<file path="src/rfc_pkg.sv">
// Constants and carrier types of the frame and receiver control block
package rfc_pkg;
	// Register indices; the byte address is four times the index
	localparam logic [7:0] IDX_FRAME = 8'h33;
	localparam logic [7:0] IDX_SOFD = 8'h34;
	localparam logic [7:0] IDX_RECEIVE_CONTROL = 8'h35;
	localparam logic [7:0] IDX_BLANKING_COUNT = 8'h36;
	localparam logic [7:0] RST_REG = 8'h00;
	localparam logic [7:0] FRAME_WMASK = 8'hCF;
	localparam logic [7:0] SOFD_WMASK = 8'h24;
	// Frame control fields
	localparam int FC_TXPAR = 7;
	localparam int FC_RXPAR = 6;
	localparam int FC_STOP = 2;
	localparam int FC_START = 0;
	// Start detect status fields
	localparam int SD_SOF_EN = 5;
	localparam int SD_SOF_SEEN = 4;
	localparam int SD_SUBCARRIER_EVENT_ENABLE = 2;
	localparam int SD_SUBC_SEEN = 1;
	localparam int SD_SUBC_LIVE = 0;
	// Receive control fields
	localparam int RC_ALLOW = 7;
	localparam int RC_MULTI = 6;
	localparam int RC_EOF_B = 5;
	localparam int RC_EGT = 4;
	localparam int RC_EMD = 3;
	localparam int RC_BAUD = 0;
	// Blanking time fields
	localparam int RW_UNIT = 7;
	localparam int RW_COUNT = 0;
	// Receive baud codes in range
	localparam logic [2:0] BAUD_MIN = 3'h2;
	localparam logic [2:0] BAUD_MAX = 3'h7;
	localparam logic [1:0] EMD_BYTES = 2'h3;
	// Timing: clock and carrier in kHz, units in carrier cycles
	localparam logic [17:0] CLK_KHZ = 18'h30D40;
	localparam logic [17:0] CARRIER_KHZ = 18'h034F8;
	localparam logic [10:0] UNIT_CARRIER = 11'h010;
	localparam logic [10:0] HALF_BIT_FASTEST = 11'h008;
	typedef enum logic [1:0] {
		SYM_DATA = 2'h0,
		SYM_0 = 2'h1,
		SYM_1 = 2'h2,
		SYM_2 = 2'h3
	} rfc_kind_type;
	typedef struct packed {
		logic valid;
		rfc_kind_type kind;
		logic bit_val;
	} rfc_sym_type;
	typedef struct packed {
		logic wr;
		logic [7:0] data;
	} rfc_fifo_type;
	typedef struct packed {
		logic bit_valid;
		logic bit_val;
		logic sof;
		logic eof;
		logic coll;
		logic err;
	} rfc_rxin_type;
	typedef enum logic [4:0] {
		TX_LOAD = 5'h01,
		TX_START = 5'h02,
		TX_DATA = 5'h04,
		TX_PAR = 5'h08,
		TX_STOP = 5'h10
	} rfc_tx_state_type;
endpackage : rfc_pkg

</file>
<file path="src/rfc_frame_rx_ctrl.sv">
// Frame and receiver control with its register slave
// Behaviour
// - Transmit parity enabled: odd parity bit follows every transmitted byte.
// - Receive parity enabled: check parity, never store parity bits.
// - Stop field 0 sends nothing; 1..3 send symbol 0..2 at frame end.
// - Start field 0 sends nothing; 1..3 send symbol 0..2 at frame start.
// - Start-of-frame with its enable set raises the frame start request.
// - Start-of-frame sets a sticky seen flag until software clears it.
// - Subcarrier with its enable set raises the same frame start request.
// - Subcarrier sets a sticky seen flag until software clears it.
// - Read-only live bit shows the subcarrier is present now.
// - Partial bytes allowed: incomplete last byte is still written.
// - Multiple reception: receiver keeps running after each frame.
// - Multiple reception: error register copy appended after each frame that is not suppressed.
// - Frame end type 0 expects pattern end, 1 expects type B end.
// - End check off when type 0 and pattern low bits are zero.
// - Guard check on: too long extra guard time flags protocol error.
// - Suppression on: error in first three bytes discards them, resets FIFO.
// - Suppression on: collision is an error, short frame is an error.
// - Suppressed frame raises no receive complete request.
// - Receive baud codes 2..7 select 26 to 847 kBd; 0, 1 reserved.
// - Blanking unit is 16 carrier cycles or half a data bit.
// - After transmit end all rx_in and egt_in input is ignored for blanking count; subc_in detection is not blanked.
// - Half bit unit uses the transmit bit rate.
module rfc_frame_rx_ctrl
	import rfc_pkg::*;
#(
	parameter int EGT_LIMIT = 1024
) (
	input wire logic clk_in,
	input wire logic srst_in,
	input wire logic [7:0] avs_address_in,
	input wire logic avs_read_in,
	input wire logic avs_write_in,
	input wire logic [31:0] avs_writedata_in,
	input wire logic [3:0] avs_byteenable_in,
	output logic [31:0] avs_readdata_out,
	output logic avs_waitrequest_out,
	input wire logic tx_valid_in,
	input wire logic [7:0] tx_data_in,
	input wire logic tx_last_in,
	input wire logic [2:0] tx_baud_in,
	output logic tx_ready_out,
	output rfc_sym_type tx_sym_out,
	input wire logic rx_start_in,
	input wire rfc_rxin_type rx_in,
	input wire logic subc_in,
	input wire logic egt_in,
	input wire logic [1:0] eof_pattern_in,
	input wire logic [7:0] error_reg_in,
	output rfc_fifo_type fifo_out,
	output logic fifo_reset_out,
	output logic rx_done_irq_out,
	output logic frame_start_irq_out,
	output logic proto_err_out,
	output logic parity_err_out,
	output logic eof_check_out,
	output logic eof_type_b_out,
	output logic [2:0] rx_baud_out,
	output logic rx_baud_ok_out,
	output logic rx_busy_out,
	output logic blank_out
);
	localparam int EW = $clog2(EGT_LIMIT + 1);
	generate
		if (EGT_LIMIT < 2) begin : g_chk
			$error("EGT_LIMIT must be at least 2");
		end
	endgenerate

	// ****************
	// Register slave
	// ****************
	logic wait_q, wait_d;
	logic [7:0] frame_q, receive_control_q, blanking_count_q, rd8_q, rd8_d;
	logic sof_en_q, subcarrier_event_enable_q, sof_seen_q, subc_seen_q, live_q;
	wire req = avs_read_in | avs_write_in;
	wire take = req & ~wait_q;
	wire wr0 = take & avs_write_in & avs_byteenable_in[0];
	wire [7:0] wd = avs_writedata_in[7:0];
	wire hit_frame = avs_address_in == {IDX_FRAME[5:0], 2'h0};
	wire hit_sofd = avs_address_in == {IDX_SOFD[5:0], 2'h0};
	wire hit_receive_control = avs_address_in == {IDX_RECEIVE_CONTROL[5:0], 2'h0};
	wire hit_blanking_count = avs_address_in == {IDX_BLANKING_COUNT[5:0], 2'h0};
	wire [7:0] sofd_rd = {2'h0, sof_en_q, sof_seen_q, 1'h0, subcarrier_event_enable_q, subc_seen_q, live_q};
	assign wait_d = ~(req & wait_q);

	always_comb begin
		if (hit_frame) begin
			rd8_d = frame_q & FRAME_WMASK;
		end else if (hit_sofd) begin
			rd8_d = sofd_rd;
		end else if (hit_receive_control) begin
			rd8_d = receive_control_q;
		end else if (hit_blanking_count) begin
			rd8_d = blanking_count_q;
		end else begin
			rd8_d = 8'h00;
		end
	end

	always_ff @(posedge clk_in) begin
		if (srst_in) begin
			wait_q <= 1'b1;
			rd8_q <= 8'h00;
			frame_q <= RST_REG;
			receive_control_q <= RST_REG;
			blanking_count_q <= RST_REG;
			sof_en_q <= 1'b0;
			subcarrier_event_enable_q <= 1'b0;
		end else begin
			wait_q <= wait_d;
			rd8_q <= rd8_d;
			if (wr0 && hit_frame) frame_q <= wd & FRAME_WMASK;
			if (wr0 && hit_receive_control) receive_control_q <= wd;
			if (wr0 && hit_blanking_count) blanking_count_q <= wd;
			if (wr0 && hit_sofd) begin
				sof_en_q <= wd[SD_SOF_EN];
				subcarrier_event_enable_q <= wd[SD_SUBCARRIER_EVENT_ENABLE];
			end
		end
	end
	assign avs_waitrequest_out = wait_q;
	assign avs_readdata_out = {24'h000000, rd8_q};

	AST_BUS_ONE_WAIT: assert property (@(posedge clk_in) disable iff (srst_in)
		req && wait_q |=> !wait_q ##1 wait_q) else $error("bus answer not one cycle");

	// ****************
	// Control fields
	// ****************
	wire txpar_en = frame_q[FC_TXPAR];
	wire rxpar_en = frame_q[FC_RXPAR];
	wire [1:0] stop_code = frame_q[FC_STOP +: 2];
	wire [1:0] start_code = frame_q[FC_START +: 2];
	wire allow_part = receive_control_q[RC_ALLOW];
	wire multi_en = receive_control_q[RC_MULTI];
	wire eof_b = receive_control_q[RC_EOF_B];
	wire egt_chk = receive_control_q[RC_EGT];
	wire emd_en = receive_control_q[RC_EMD];
	wire [2:0] baud = receive_control_q[RC_BAUD +: 3];
	wire unit_half = blanking_count_q[RW_UNIT];
	wire [6:0] blank_cnt = blanking_count_q[RW_COUNT +: 7];

	always_ff @(posedge clk_in) begin
		if (srst_in) begin
			eof_check_out <= 1'b0;
			eof_type_b_out <= 1'b0;
			rx_baud_out <= 3'h0;
			rx_baud_ok_out <= 1'b0;
		end else begin
			eof_check_out <= eof_b | (|eof_pattern_in);
			eof_type_b_out <= eof_b;
			rx_baud_out <= baud;
			rx_baud_ok_out <= baud >= BAUD_MIN && baud <= BAUD_MAX;
		end
	end

	AST_BAUD_RANGE: assert property (@(posedge clk_in) disable iff (srst_in)
		baud < BAUD_MIN |=> !rx_baud_ok_out) else $error("reserved baud accepted");

	// ****************
	// Transmit framer
	// ****************
	rfc_tx_state_type tx_q;
	logic [7:0] tbyte_q;
	logic [2:0] tcnt_q;
	logic tlast_q, first_q, tx_end_q;
	wire end_stop = tlast_q && stop_code != 2'h0;
	wire end_now = tlast_q && stop_code == 2'h0;
	wire rfc_tx_state_type after_byte = end_stop ? TX_STOP : TX_LOAD;
	wire tpar = ~^tbyte_q;

	always_ff @(posedge clk_in) begin
		if (srst_in) begin
			tx_q <= TX_LOAD;
			tbyte_q <= 8'h00;
			tcnt_q <= 3'h0;
			tlast_q <= 1'b0;
			first_q <= 1'b1;
			tx_ready_out <= 1'b1;
			tx_sym_out <= '0;
			tx_end_q <= 1'b0;
		end else begin
			tx_sym_out <= '0;
			tx_end_q <= 1'b0;
			case (tx_q)
				TX_LOAD: begin
					if (tx_valid_in && tx_ready_out) begin
						tbyte_q <= tx_data_in;
						tlast_q <= tx_last_in;
						tcnt_q <= 3'h0;
						tx_ready_out <= 1'b0;
						first_q <= 1'b0;
						tx_q <= (first_q && start_code != 2'h0) ? TX_START : TX_DATA;
					end
				end
				TX_START: begin
					tx_sym_out <= {1'b1, rfc_kind_type'(start_code), 1'b0};
					tx_q <= TX_DATA;
				end
				TX_DATA: begin
					tx_sym_out <= {1'b1, SYM_DATA, tbyte_q[tcnt_q]};
					tcnt_q <= tcnt_q + 3'h1;
					if (tcnt_q == 3'h7) begin
						tx_q <= txpar_en ? TX_PAR : after_byte;
						tx_ready_out <= !txpar_en && !end_stop;
						first_q <= !txpar_en && end_now;
						tx_end_q <= !txpar_en && end_now;
					end
				end
				TX_PAR: begin
					tx_sym_out <= {1'b1, SYM_DATA, tpar};
					tx_q <= after_byte;
					tx_ready_out <= !end_stop;
					first_q <= end_now;
					tx_end_q <= end_now;
				end
				TX_STOP: begin
					tx_sym_out <= {1'b1, rfc_kind_type'(stop_code), 1'b0};
					tx_q <= TX_LOAD;
					tx_ready_out <= 1'b1;
					first_q <= 1'b1;
					tx_end_q <= 1'b1;
				end
				default: begin
					tx_q <= TX_LOAD;
					tx_ready_out <= 1'b1;
				end
			endcase
		end
	end

	AST_TX_PARITY: assert property (@(posedge clk_in) disable iff (srst_in)
		tx_q == TX_PAR |=> tx_sym_out.valid && tx_sym_out.bit_val == ~^$past(tbyte_q))
		else $error("parity bit wrong");
	AST_TX_START: assert property (@(posedge clk_in) disable iff (srst_in)
		tx_q == TX_START |=> tx_sym_out.kind == $past(frame_q[1:0])) else $error("start symbol wrong");
	AST_TX_STOP: assert property (@(posedge clk_in) disable iff (srst_in)
		tx_q == TX_STOP |=> tx_sym_out.kind == $past(frame_q[FC_STOP +: 2]) && tx_ready_out)
		else $error("stop symbol wrong");

	// ****************
	// Receive blanking
	// ****************
	logic [17:0] acc_q;
	logic [10:0] ucnt_q;
	logic [6:0] bcnt_q;
	wire [17:0] acc_sum = acc_q + CARRIER_KHZ;
	wire ctick = acc_sum >= CLK_KHZ;
	wire [10:0] half_bit = HALF_BIT_FASTEST << (BAUD_MAX - tx_baud_in);
	wire [10:0] unit_m1 = (unit_half ? half_bit : UNIT_CARRIER) - 11'h001;

	always_ff @(posedge clk_in) begin
		if (srst_in) begin
			acc_q <= 18'h00000;
			ucnt_q <= 11'h000;
			bcnt_q <= 7'h00;
			blank_out <= 1'b0;
		end else begin
			acc_q <= tx_end_q ? 18'h00000 : (ctick ? acc_sum - CLK_KHZ : acc_sum); // Phase restarts at transmit end
			if (tx_end_q) begin
				bcnt_q <= blank_cnt;
				ucnt_q <= unit_m1;
				blank_out <= blank_cnt != 7'h00;
			end else if (blank_out && ctick) begin
				ucnt_q <= ucnt_q - 11'h001;
				if (ucnt_q == 11'h000) begin
					ucnt_q <= unit_m1;
					bcnt_q <= bcnt_q - 7'h01;
					blank_out <= bcnt_q != 7'h01;
				end
			end
		end
	end

	AST_BLANK_START: assert property (@(posedge clk_in) disable iff (srst_in)
		tx_end_q && blanking_count_q[6:0] != 7'h00 |=> blank_out[*8]) else $error("blanking missing");

	// ****************
	// Start detection
	// ****************
	logic subc_s1_q, subc_s2_q, sof_ev;
	wire subc_ev = subc_s2_q & ~live_q;
	wire clr_sof = wr0 && hit_sofd && !wd[SD_SOF_SEEN];
	wire clr_subc = wr0 && hit_sofd && !wd[SD_SUBC_SEEN];

	always_ff @(posedge clk_in) begin
		if (srst_in) begin
			subc_s1_q <= 1'b0;
			subc_s2_q <= 1'b0;
			live_q <= 1'b0;
			sof_seen_q <= 1'b0;
			subc_seen_q <= 1'b0;
			frame_start_irq_out <= 1'b0;
		end else begin
			subc_s1_q <= subc_in;
			subc_s2_q <= subc_s1_q;
			live_q <= subc_s2_q;
			sof_seen_q <= sof_ev | (sof_seen_q & ~clr_sof);
			subc_seen_q <= subc_ev | (subc_seen_q & ~clr_subc);
			frame_start_irq_out <= (sof_ev & sof_en_q) | (subc_ev & subcarrier_event_enable_q);
		end
	end

	AST_SOF_SEEN: assert property (@(posedge clk_in) disable iff (srst_in)
		sof_ev |=> sof_seen_q ##1 (sof_seen_q || $past(clr_sof))) else $error("sof flag lost");
	AST_SOF_IRQ: assert property (@(posedge clk_in) disable iff (srst_in)
		sof_ev && sof_en_q |=> frame_start_irq_out) else $error("sof request missing");
	AST_SUBC_IRQ: assert property (@(posedge clk_in) disable iff (srst_in)
		subc_ev && subcarrier_event_enable_q |=> frame_start_irq_out && subc_seen_q) else $error("subcarrier request missing");
	AST_LIVE: assert property (@(posedge clk_in) disable iff (srst_in)
		subc_in ##1 subc_in ##1 subc_in |=> live_q) else $error("live bit late");

	// ****************
	// Receive path
	// ****************
	logic [7:0] shift_q;
	logic [3:0] bitcnt_q;
	logic [1:0] nbytes_q;
	logic [EW-1:0] egt_q;
	logic err_pend_q;
	wire accept = rx_busy_out & ~blank_out;
	assign sof_ev = accept & rx_in.sof;
	wire bitv = accept & rx_in.bit_valid;
	wire par_slot = bitcnt_q == 4'h8;
	wire par_bad = bitv && par_slot && rx_in.bit_val != ~^shift_q;
	wire egt_err = accept && egt_chk && egt_in && egt_q == EW'(EGT_LIMIT - 1);
	wire err_now = accept && (rx_in.err || (emd_en && rx_in.coll)) || par_bad || egt_err;
	wire few = nbytes_q < EMD_BYTES;
	wire kill = emd_en && err_now && few;
	wire eof_ev = accept & rx_in.eof;
	wire short_fr = emd_en && few;
	wire byte_done = bitv && (par_slot || (bitcnt_q == 4'h7 && !rxpar_en)) && !kill;
	wire [7:0] byte_val = par_slot ? shift_q : {rx_in.bit_val, shift_q[7:1]};
	wire part = eof_ev && bitcnt_q != 4'h0 && !par_slot && allow_part && !short_fr;
	wire [7:0] part_val = shift_q >> (4'h8 - bitcnt_q);

	always_ff @(posedge clk_in) begin
		if (srst_in || !accept || !egt_in) begin
			egt_q <= '0;
		end else if (egt_q != EW'(EGT_LIMIT)) begin
			egt_q <= egt_q + EW'(1);
		end
	end

	always_ff @(posedge clk_in) begin
		if (srst_in) begin
			shift_q <= 8'h00;
			bitcnt_q <= 4'h0;
			nbytes_q <= 2'h0;
			err_pend_q <= 1'b0;
			rx_busy_out <= 1'b0;
			fifo_out <= '0;
			fifo_reset_out <= 1'b0;
			rx_done_irq_out <= 1'b0;
			proto_err_out <= 1'b0;
			parity_err_out <= 1'b0;
		end else begin
			err_pend_q <= eof_ev && multi_en && !short_fr;
			fifo_reset_out <= kill || (eof_ev && short_fr);
			rx_done_irq_out <= eof_ev && !short_fr;
			proto_err_out <= egt_err;
			parity_err_out <= par_bad;
			if (err_pend_q) begin
				fifo_out <= {1'b1, error_reg_in};
			end else if (part) begin
				fifo_out <= {1'b1, part_val};
			end else begin
				fifo_out <= {byte_done, byte_val};
			end
			if (rx_start_in) begin
				rx_busy_out <= 1'b1;
			end else if (eof_ev && !multi_en) begin
				rx_busy_out <= 1'b0;
			end
			if (kill || eof_ev || sof_ev) begin
				bitcnt_q <= 4'h0;
				nbytes_q <= 2'h0;
			end else if (bitv) begin
				if (!par_slot) shift_q <= byte_val;
				bitcnt_q <= (byte_done || par_bad) ? 4'h0 : bitcnt_q + 4'h1;
				if (byte_done && few) nbytes_q <= nbytes_q + 2'h1;
			end
		end
	end

	AST_EMD_NO_IRQ: assert property (@(posedge clk_in) disable iff (srst_in)
		eof_ev && emd_en && nbytes_q < EMD_BYTES |=> fifo_reset_out && !rx_done_irq_out)
		else $error("suppressed frame signalled");
	AST_MULTI_ERRBYTE: assert property (@(posedge clk_in) disable iff (srst_in)
		eof_ev && multi_en && !short_fr |=> rx_busy_out ##1 fifo_out.wr && fifo_out.data == $past(error_reg_in))
		else $error("error byte missing");
	AST_EMD_KILL: assert property (@(posedge clk_in) disable iff (srst_in)
		kill |=> fifo_reset_out && !fifo_out.wr) else $error("disturbance kept");
	AST_EGT: assert property (@(posedge clk_in) disable iff (srst_in)
		egt_err |=> proto_err_out) else $error("guard error lost");
endmodule : rfc_frame_rx_ctrl

</file>
<file path="config.mk">
export PLATFORM = sky130hd
export DESIGN_NAME = rfc_frame_rx_ctrl
export DESIGN_NICKNAME = d
export VERILOG_FILES = /design/src/rfc_pkg.sv /design/src/rfc_frame_rx_ctrl.sv
export SDC_FILE = /design/constraint.sdc
export NUM_CORES = 1
export LEC_CHECK = 0
export BUFFER_PORTS_ARGS = -buffer_cell sky130_fd_sc_hd__buf_4
export CORE_ASPECT_RATIO = 0.5
export CORE_MARGIN = 10
export CORE_UTILIZATION = 51
export DETAILED_ROUTE_END_ITERATION = 8
export PLACE_DENSITY = 0.77
export SLEW_MARGIN = 0
export SYNTH_ARGS = -nofsm -noshare
export SYNTH_HDL_FRONTEND = slang
export SYNTH_SLANG_ARGS = --single-unit
</file>
<file path="constraint.sdc">
create_clock -name clk_in -period 2.7 [get_ports clk_in]
set_input_delay 0.27 -clock clk_in [delete_from_list [all_inputs] [get_ports clk_in]]
set_output_delay 0.27 -clock clk_in [all_outputs]
set_load 0.01 [all_outputs]
</file>
# After elaboration in Yosys (flattened, before gate mapping)

Index checks and enable logic that the tools add are counted.
W data, S select, Z words.

Bits in registers: 146
Latch bits: 0
Memory bits (writable): 0
Memory bits (read-only): 0
Output and inout port bits: 60
Logic and storage cells: 229
Memories: 0

Add/subtract/negate cells: 11
Multipliers: 0
Div/mod/pow operators: 0
Magnitude comparators: 5
Equality and inequality tests: 18
Shifts and indexed selects: 2
Multiplexer cells: 39
Bitwise operators: 27
Reduce and logical (&&, ||, !) cells: 83

Operators by type and width:

| kind                     | count |
|---|---|
| $mux W11                 | 4 |
| $mux W8                  | 5 |
| $logic_and A1 B1 Y1      | 37 |
| $eq A8 B8 Y1 const B     | 4 |
| $sub A11 B1 Y11 const B  | 2 |
| $mux W7                  | 3 |
| $mux W5                  | 4 |
| $pmux W5 S4              | 1 |
| $add A18 B14 Y18 const B | 1 |
| $ge A18 B18 Y1 const B   | 1 |
| $mux W18                 | 1 |
| $mux W9                  | 2 |
| $sub A18 B18 Y18 const B | 1 |
| $pmux W4 S4              | 1 |
| $reduce_xnor A8 Y1       | 2 |
| $and A1 B1 Y1            | 13 |
| $reduce_bool A2 Y1       | 6 |
| $add A11 B1 Y11 const B  | 1 |
| $eq A11 B10 Y1 const B   | 1 |
| $logic_not A1 Y1         | 11 |
| $logic_not A11 Y1        | 1 |
| $ne A11 B11 Y1 const B   | 1 |
| $shl A4 B3 Y11 const A   | 1 |
| $logic_or A1 B1 Y1       | 10 |
| other kinds (37)         | 71 |

# Logic depth before layout (Yosys ltp)

Depth in word-level cells: 13
Gate-level depth with buffers: 11

# Least setup slack after synthesis

Ideal clock, no wire load.

Path type: reg2reg
From: register acc_q[3]
To: register bcnt_q[1]
Setup time: 76 ps
Arrival time: 2659 ps
Required time: 2624 ps
Slack: -35 ps
Stages on the path, launching flop included: 10
Buffers on the path: 0
Cell sequence: dfxtp_1 > inv_1 > ha_1 > nor4b_4 > a2bb2oi_1 > nor4b_1 > o31ai_2 > a211oi_2 > mux2_2 > o22ai_1

Longest elaborated chain between the ends: 5

Ends and longest elaborated chain:

| item                                | line                     | source |
|---|---|---|
| start, declared                     | rfc_frame_rx_ctrl.sv:246 | `logic [17:0] acc_q;` |
| start signal, assigned              | rfc_frame_rx_ctrl.sv:261 | `acc_q <= tx_end_q ? 18'h00000 : (ctick ? acc_sum - CLK_KHZ : acc_sum);` |
| $add A18 B14 Y18                    | rfc_frame_rx_ctrl.sv:249 | `wire [17:0] acc_sum = acc_q + CARRIER_KHZ;` |
| via acc_sum[3]                      | rfc_frame_rx_ctrl.sv:249 |  |
| $ge A18 B18 Y1                      | rfc_frame_rx_ctrl.sv:250 | `wire ctick = acc_sum >= CLK_KHZ;` |
| $logic_and A1 B1 Y1                 | rfc_frame_rx_ctrl.sv:266 | `end else if (blank_out && ctick) begin` |
| $reduce_bool A2 Y1 (no source line) | n/a                      |  |
| $reduce_and A2 Y1 (no source line)  | n/a                      |  |
| end signal, assigned                | rfc_frame_rx_ctrl.sv:263 | `bcnt_q <= blank_cnt;` |
| end signal, assigned                | rfc_frame_rx_ctrl.sv:270 | `bcnt_q <= bcnt_q - 7'h01;` |
| end, declared                       | rfc_frame_rx_ctrl.sv:248 | `logic [6:0] bcnt_q;` |

The timed path passes the listed nets, and every way through them passes these cells.
A chain may end at the register's enable or synchronous reset.

# Worst setup path after layout

From: register acc_q[5]
To: register ucnt_q[4]

Longest elaborated chain between the ends: 4

Ends and longest elaborated chain:

| item                                | line                     | source |
|---|---|---|
| $add A18 B14 Y18                    | rfc_frame_rx_ctrl.sv:249 |  |
| $ge A18 B18 Y1                      | rfc_frame_rx_ctrl.sv:250 |  |
| $logic_and A1 B1 Y1                 | rfc_frame_rx_ctrl.sv:266 |  |
| $reduce_bool A2 Y1 (no source line) | n/a                      |  |
| end signal, assigned                | rfc_frame_rx_ctrl.sv:264 | `ucnt_q <= unit_m1;` |
| end signal, assigned                | rfc_frame_rx_ctrl.sv:267 | `ucnt_q <= ucnt_q - 11'h001;` |
| end signal, assigned                | rfc_frame_rx_ctrl.sv:269 | `ucnt_q <= unit_m1;` |
| end, declared                       | rfc_frame_rx_ctrl.sv:247 | `logic [10:0] ucnt_q;` |

Every way passes these cells.

==> load_flow_metrics.sql <==
INSERT INTO impl_metrics (metric_group, metric, value, unit) VALUES
('status', 'result_of_the_run', 'finished with violations', ''),
('status', 'violations', 'setup timing', ''),
('synth', 'synthMostInstantiatedCell', 'sky130_fd_sc_hd__dfxtp_1', ''),
('clock_network', 'cts_sinks', '143', ''),
('sta', 'clock-skew-final', '0.007200', 'ns'),
('clock_network', 'clkLatencyLatePin', '0.42', 'ns'),
('layout', 'filler_cell_count', '1181', ''),
('clock_network', 'cts-htree-levels', '4', ''),
('sta', 'maxSlewHeadroom', '57.69', '%'),
('clock_network', 'postCtsHoldBufs', '0', ''),
('power_and_ir_drop', 'p_int', '0.004253', 'W'),
('synth', 'synth.avg_cell_area', '8.654', 'µm²'),
('setup_path', 'slowest_stage', 'sky130_fd_sc_hd__or4_4', ''),
('min_path', 'worst_hold_path_type', 'input port to register', ''),
('setup_path', 'start_kind', 'register', ''),
('routing', 'route.detailed.wl_per_inst', '16.35', 'µm'),
('power_and_ir_drop', 'peakVddDrop', '0.3753', 'mV'),
('synth', 'register_bit_count_reported_by_yosys', '143', ''),
('die', 'core_area', '14470', 'µm²'),
('synth', 'ys_types', '75', ''),
('clock_network', 'clk_pin_slew_worst_paths', '0.06', 'ns'),
('power_and_ir_drop', 'switch_share', '29.87', '%'),
('placed_design', 'total_placed_cells_including_tap_cells', '1156', ''),
('sta', 'grt_setup_unrepaired', 'true', ''),
('synth', 'postSynthCellCount', '871', ''),
('sta', 'slew_violations', '0', ''),
('layout', 'total_non_filler_cell_area_in_the_finished_layout', '9348', 'µm²'),
('clock_network', 'clk_root_buffer_cell', 'sky130_fd_sc_hd__clkbuf_16', ''),
('grt', 'first_global_vias', '6608', ''),
('sta', 'fin_tns_setup', '-0.04062', 'ns'),
('layout', 'finalNetCount', '1076', ''),
('synth', 'synth_async_sr_flop_share', '0', '%'),
('setup_path', 'worstSetupPathType', 'register to register', ''),
('layout', 'layout-drive-gt1-share', '22.84', '%'),
('grt', 'aggregate_global_route_resource_usage', '18.68', '%'),
('die', 'die_y', '106.0', 'µm'),
('setup_path', 'critical-path-top-delay-family', 'simple AND/OR/NAND/NOR gates', ''),
('setup_path', 'end_kind', 'register', ''),
('synth', 'postSynth.topFlopCell', 'sky130_fd_sc_hd__dfxtp_1', ''),
('sta', 'max_slew.worst_pin.slew', '0.6289', 'ns'),
('die', 'floorplan.die.width', '191.9', 'µm'),
('placed_design', 'placement.io_buffers', '88', ''),
('grt', 'grt_pass1_wl', '31.68', 'mm'),
('layout', 'area_added_between_synthesis_and_finish', '24.02', '%'),
('routing', 'wl', '19.49', 'mm'),
('die', 'core.rowCount', '31', ''),
('grt', 'grt_max_degree', '58', ''),
('power_and_ir_drop', 'p_seq_share', '39.1', '%'),
('setup_path', 'crit_path_max_fanout', '7', ''),
('routing', 'drt_first_iter_violations', '470', ''),
('layout', 'postLayoutCoreUtil', '64.61', '%'),
('power_and_ir_drop', 'leakage', '3.796', 'nW'),
('run', 'drv.max_cap_violation_count', '0', ''),
('synth', 'cell_type_with_the_highest_aggregate_area_in_the_netlist', 'sky130_fd_sc_hd__dfxtp_1', ''),
('setup_path', 'critPathRequiredTime', '3.00', 'ns'),
('synth', 'synthesis.area', '7537', 'µm²'),
('power_and_ir_drop', 'comb_power_share', '22.5', '%'),
('setup_path', 'worstPathCellList', 'or4_4 > or4_4 > a31o_1 > o2bb2ai_4 > buf_6 > a2111oi_4 > mux2i_1 > o32ai_1', ''),
('power_and_ir_drop', 'p_switching', '0.001811', 'W'),
('sta', 'setup_violations', '2', ''),
('die', 'design.die.area', '20340', 'µm²'),
('synth', 'netlist_top_cells_count', '143 x sky130_fd_sc_hd__dfxtp_1, 115 x sky130_fd_sc_hd__nor2_1, 70 x sky130_fd_sc_hd__nand2_1', ''),
('die', 'num_io_pins', '140', ''),
('routing', 'vias', '6700', ''),
('die', 'initial_core_util', '52.10', '%'),
('routing', 'drc', '0', ''),
('placed_design', 'gp_congestion', '0.8741', ''),
('grt', 'grt_antenna_before_repair', '0', ''),
('sta', 'max_freq', '365.3', 'MHz'),
('sta', 'slack_of_the_critical_path', '-0.03745', 'ns'),
('sta', 'report.final.hold_viol_count', '0', '');
-- placed cells by master (no fill, tap or decap), types with 13 or more instances in the layout --
master / netlist / routed
sky130_fd_sc_hd__nand3_1: 22 / 22
sky130_fd_sc_hd__conb_1: 1 / 24
sky130_fd_sc_hd__mux2i_1: 62 / 62
sky130_fd_sc_hd__inv_1: 28 / 28
sky130_fd_sc_hd__xor2_1: 13 / 13
sky130_fd_sc_hd__nor2_1: 115 / 114
sky130_fd_sc_hd__nand2_1: 70 / 70
sky130_fd_sc_hd__nor2b_1: 14 / 14
sky130_fd_sc_hd__buf_4: 25 / 128
sky130_fd_sc_hd__nor3_1: 28 / 27
sky130_fd_sc_hd__a21oi_1: 49 / 49
sky130_fd_sc_hd__o21ai_0: 24 / 22
sky130_fd_sc_hd__clkbuf_16: 0 / 17
sky130_fd_sc_hd__xnor2_1: 33 / 31
sky130_fd_sc_hd__dfxtp_1: 143 / 141
-- stage by stage --
step                power, W  worst slack (ns)  hold slack (ns)
floorplan           0.003301           0.01745           0.3859
global placement    0.003604          -0.09019           0.4023
detailed placement  0.003648           -0.1473           0.4244
CTS                 0.006031          -0.02138          0.04784
global route        0.006350           -0.1171          0.04490
finish              0.006064          -0.03745          0.05457
-- sequential cells by signal (all words and copies together) (netlist names), 7 cells and up --
| name | flops |
|---|---|
| rd8_q | 8 |
| acc_q | 15 |
| ucnt_q | 11 |
| shift_q | 8 |
| blanking_count_q | 8 |
| receive_control_q | 8 |
| egt_q | 11 |
| tbyte_q | 8 |
| fifo_out | 9 |
| bcnt_q | 7 |
-- power groups by stage --
stage | registers (W) | clock network, W | logic, W
after floorplan | 0.00237 | 0 | 0.000929
after global placement | 0.00240 | 0 | 0.00121
after detailed placement | 0.00240 | 0 | 0.00125
after CTS | 0.00236 | 0.00237 | 0.00130
after global routing | 0.00239 | 0.00246 | 0.00151
final | 0.00237 | 0.00233 | 0.00136
-- metal layers --
metal	wire length [µm]	global-route usage, %	vias up	part of all wire, %
li1	-	-	3257	-
met1	8274	21.95	3254	42
met2	10080	33.22	161	52
met3	812	3.653	28	4.2
met4	328	6.818	0	1.7
met5	0	0	-	0
-- kinds of logic (layout without fill, tap and decap cells) --
| kind of cell | after synthesis | after routing | share of synthesized area (%) |
|---|---|---|---|
| flip-flops | 143 | 143 | 37.98 |
| buffers and inverters | 97 | 197 | 6.258 |
| multiplexers | 70 | 70 | 9.728 |
| XOR/XNOR | 47 | 47 | 5.644 |
| AND/OR/NAND/NOR | 334 | 334 | 21.80 |
| AO/OA/AOI/OAI | 165 | 165 | 16.22 |
| adder cells (fa/ha/maj) | 14 | 14 | 2.324 |
| other | 1 | 24 | 0.04975 |
-- area by class of cell --
| class | instances | area share [%] |
|---|---|---|
| Tap cell | 198 | 2.650 |
| Multi-Input combinational cell | 654 | 47.69 |
| Timing Repair Buffer | 137 | 11.55 |
| Clock inverter | 12 | 1.446 |
| Sequential cell | 143 | 30.65 |
| Inverter | 29 | 1.164 |
| Clock buffer | 19 | 4.845 |
-- what timing repair did --
action	CTS	global route
gates resized for setup	14	22
setup buffers	4	7
endpoints found under the setup margin	17	25
pin swaps	5	21
-- final timing paths --
check	slack (ns)	endpoint	from	depth (start not counted)
worst min register to register	0.44	avs_waitrequest_out$_SDFF_PP1_	avs_waitrequest_out$_SDFF_PP1_	1
worst min-delay path	0.05	avs_waitrequest_out$_SDFF_PP1_	avs_read_in	2
worst max register to register	-0.04	ucnt_q[4]$_SDFFE_PP0P_	acc_q[5]$_SDFF_PP0_	8
worst max-delay path	-0.04	ucnt_q[4]$_SDFFE_PP0P_	acc_q[5]$_SDFF_PP0_	8
No activity file was read; power rests on OpenSTA's default activity.
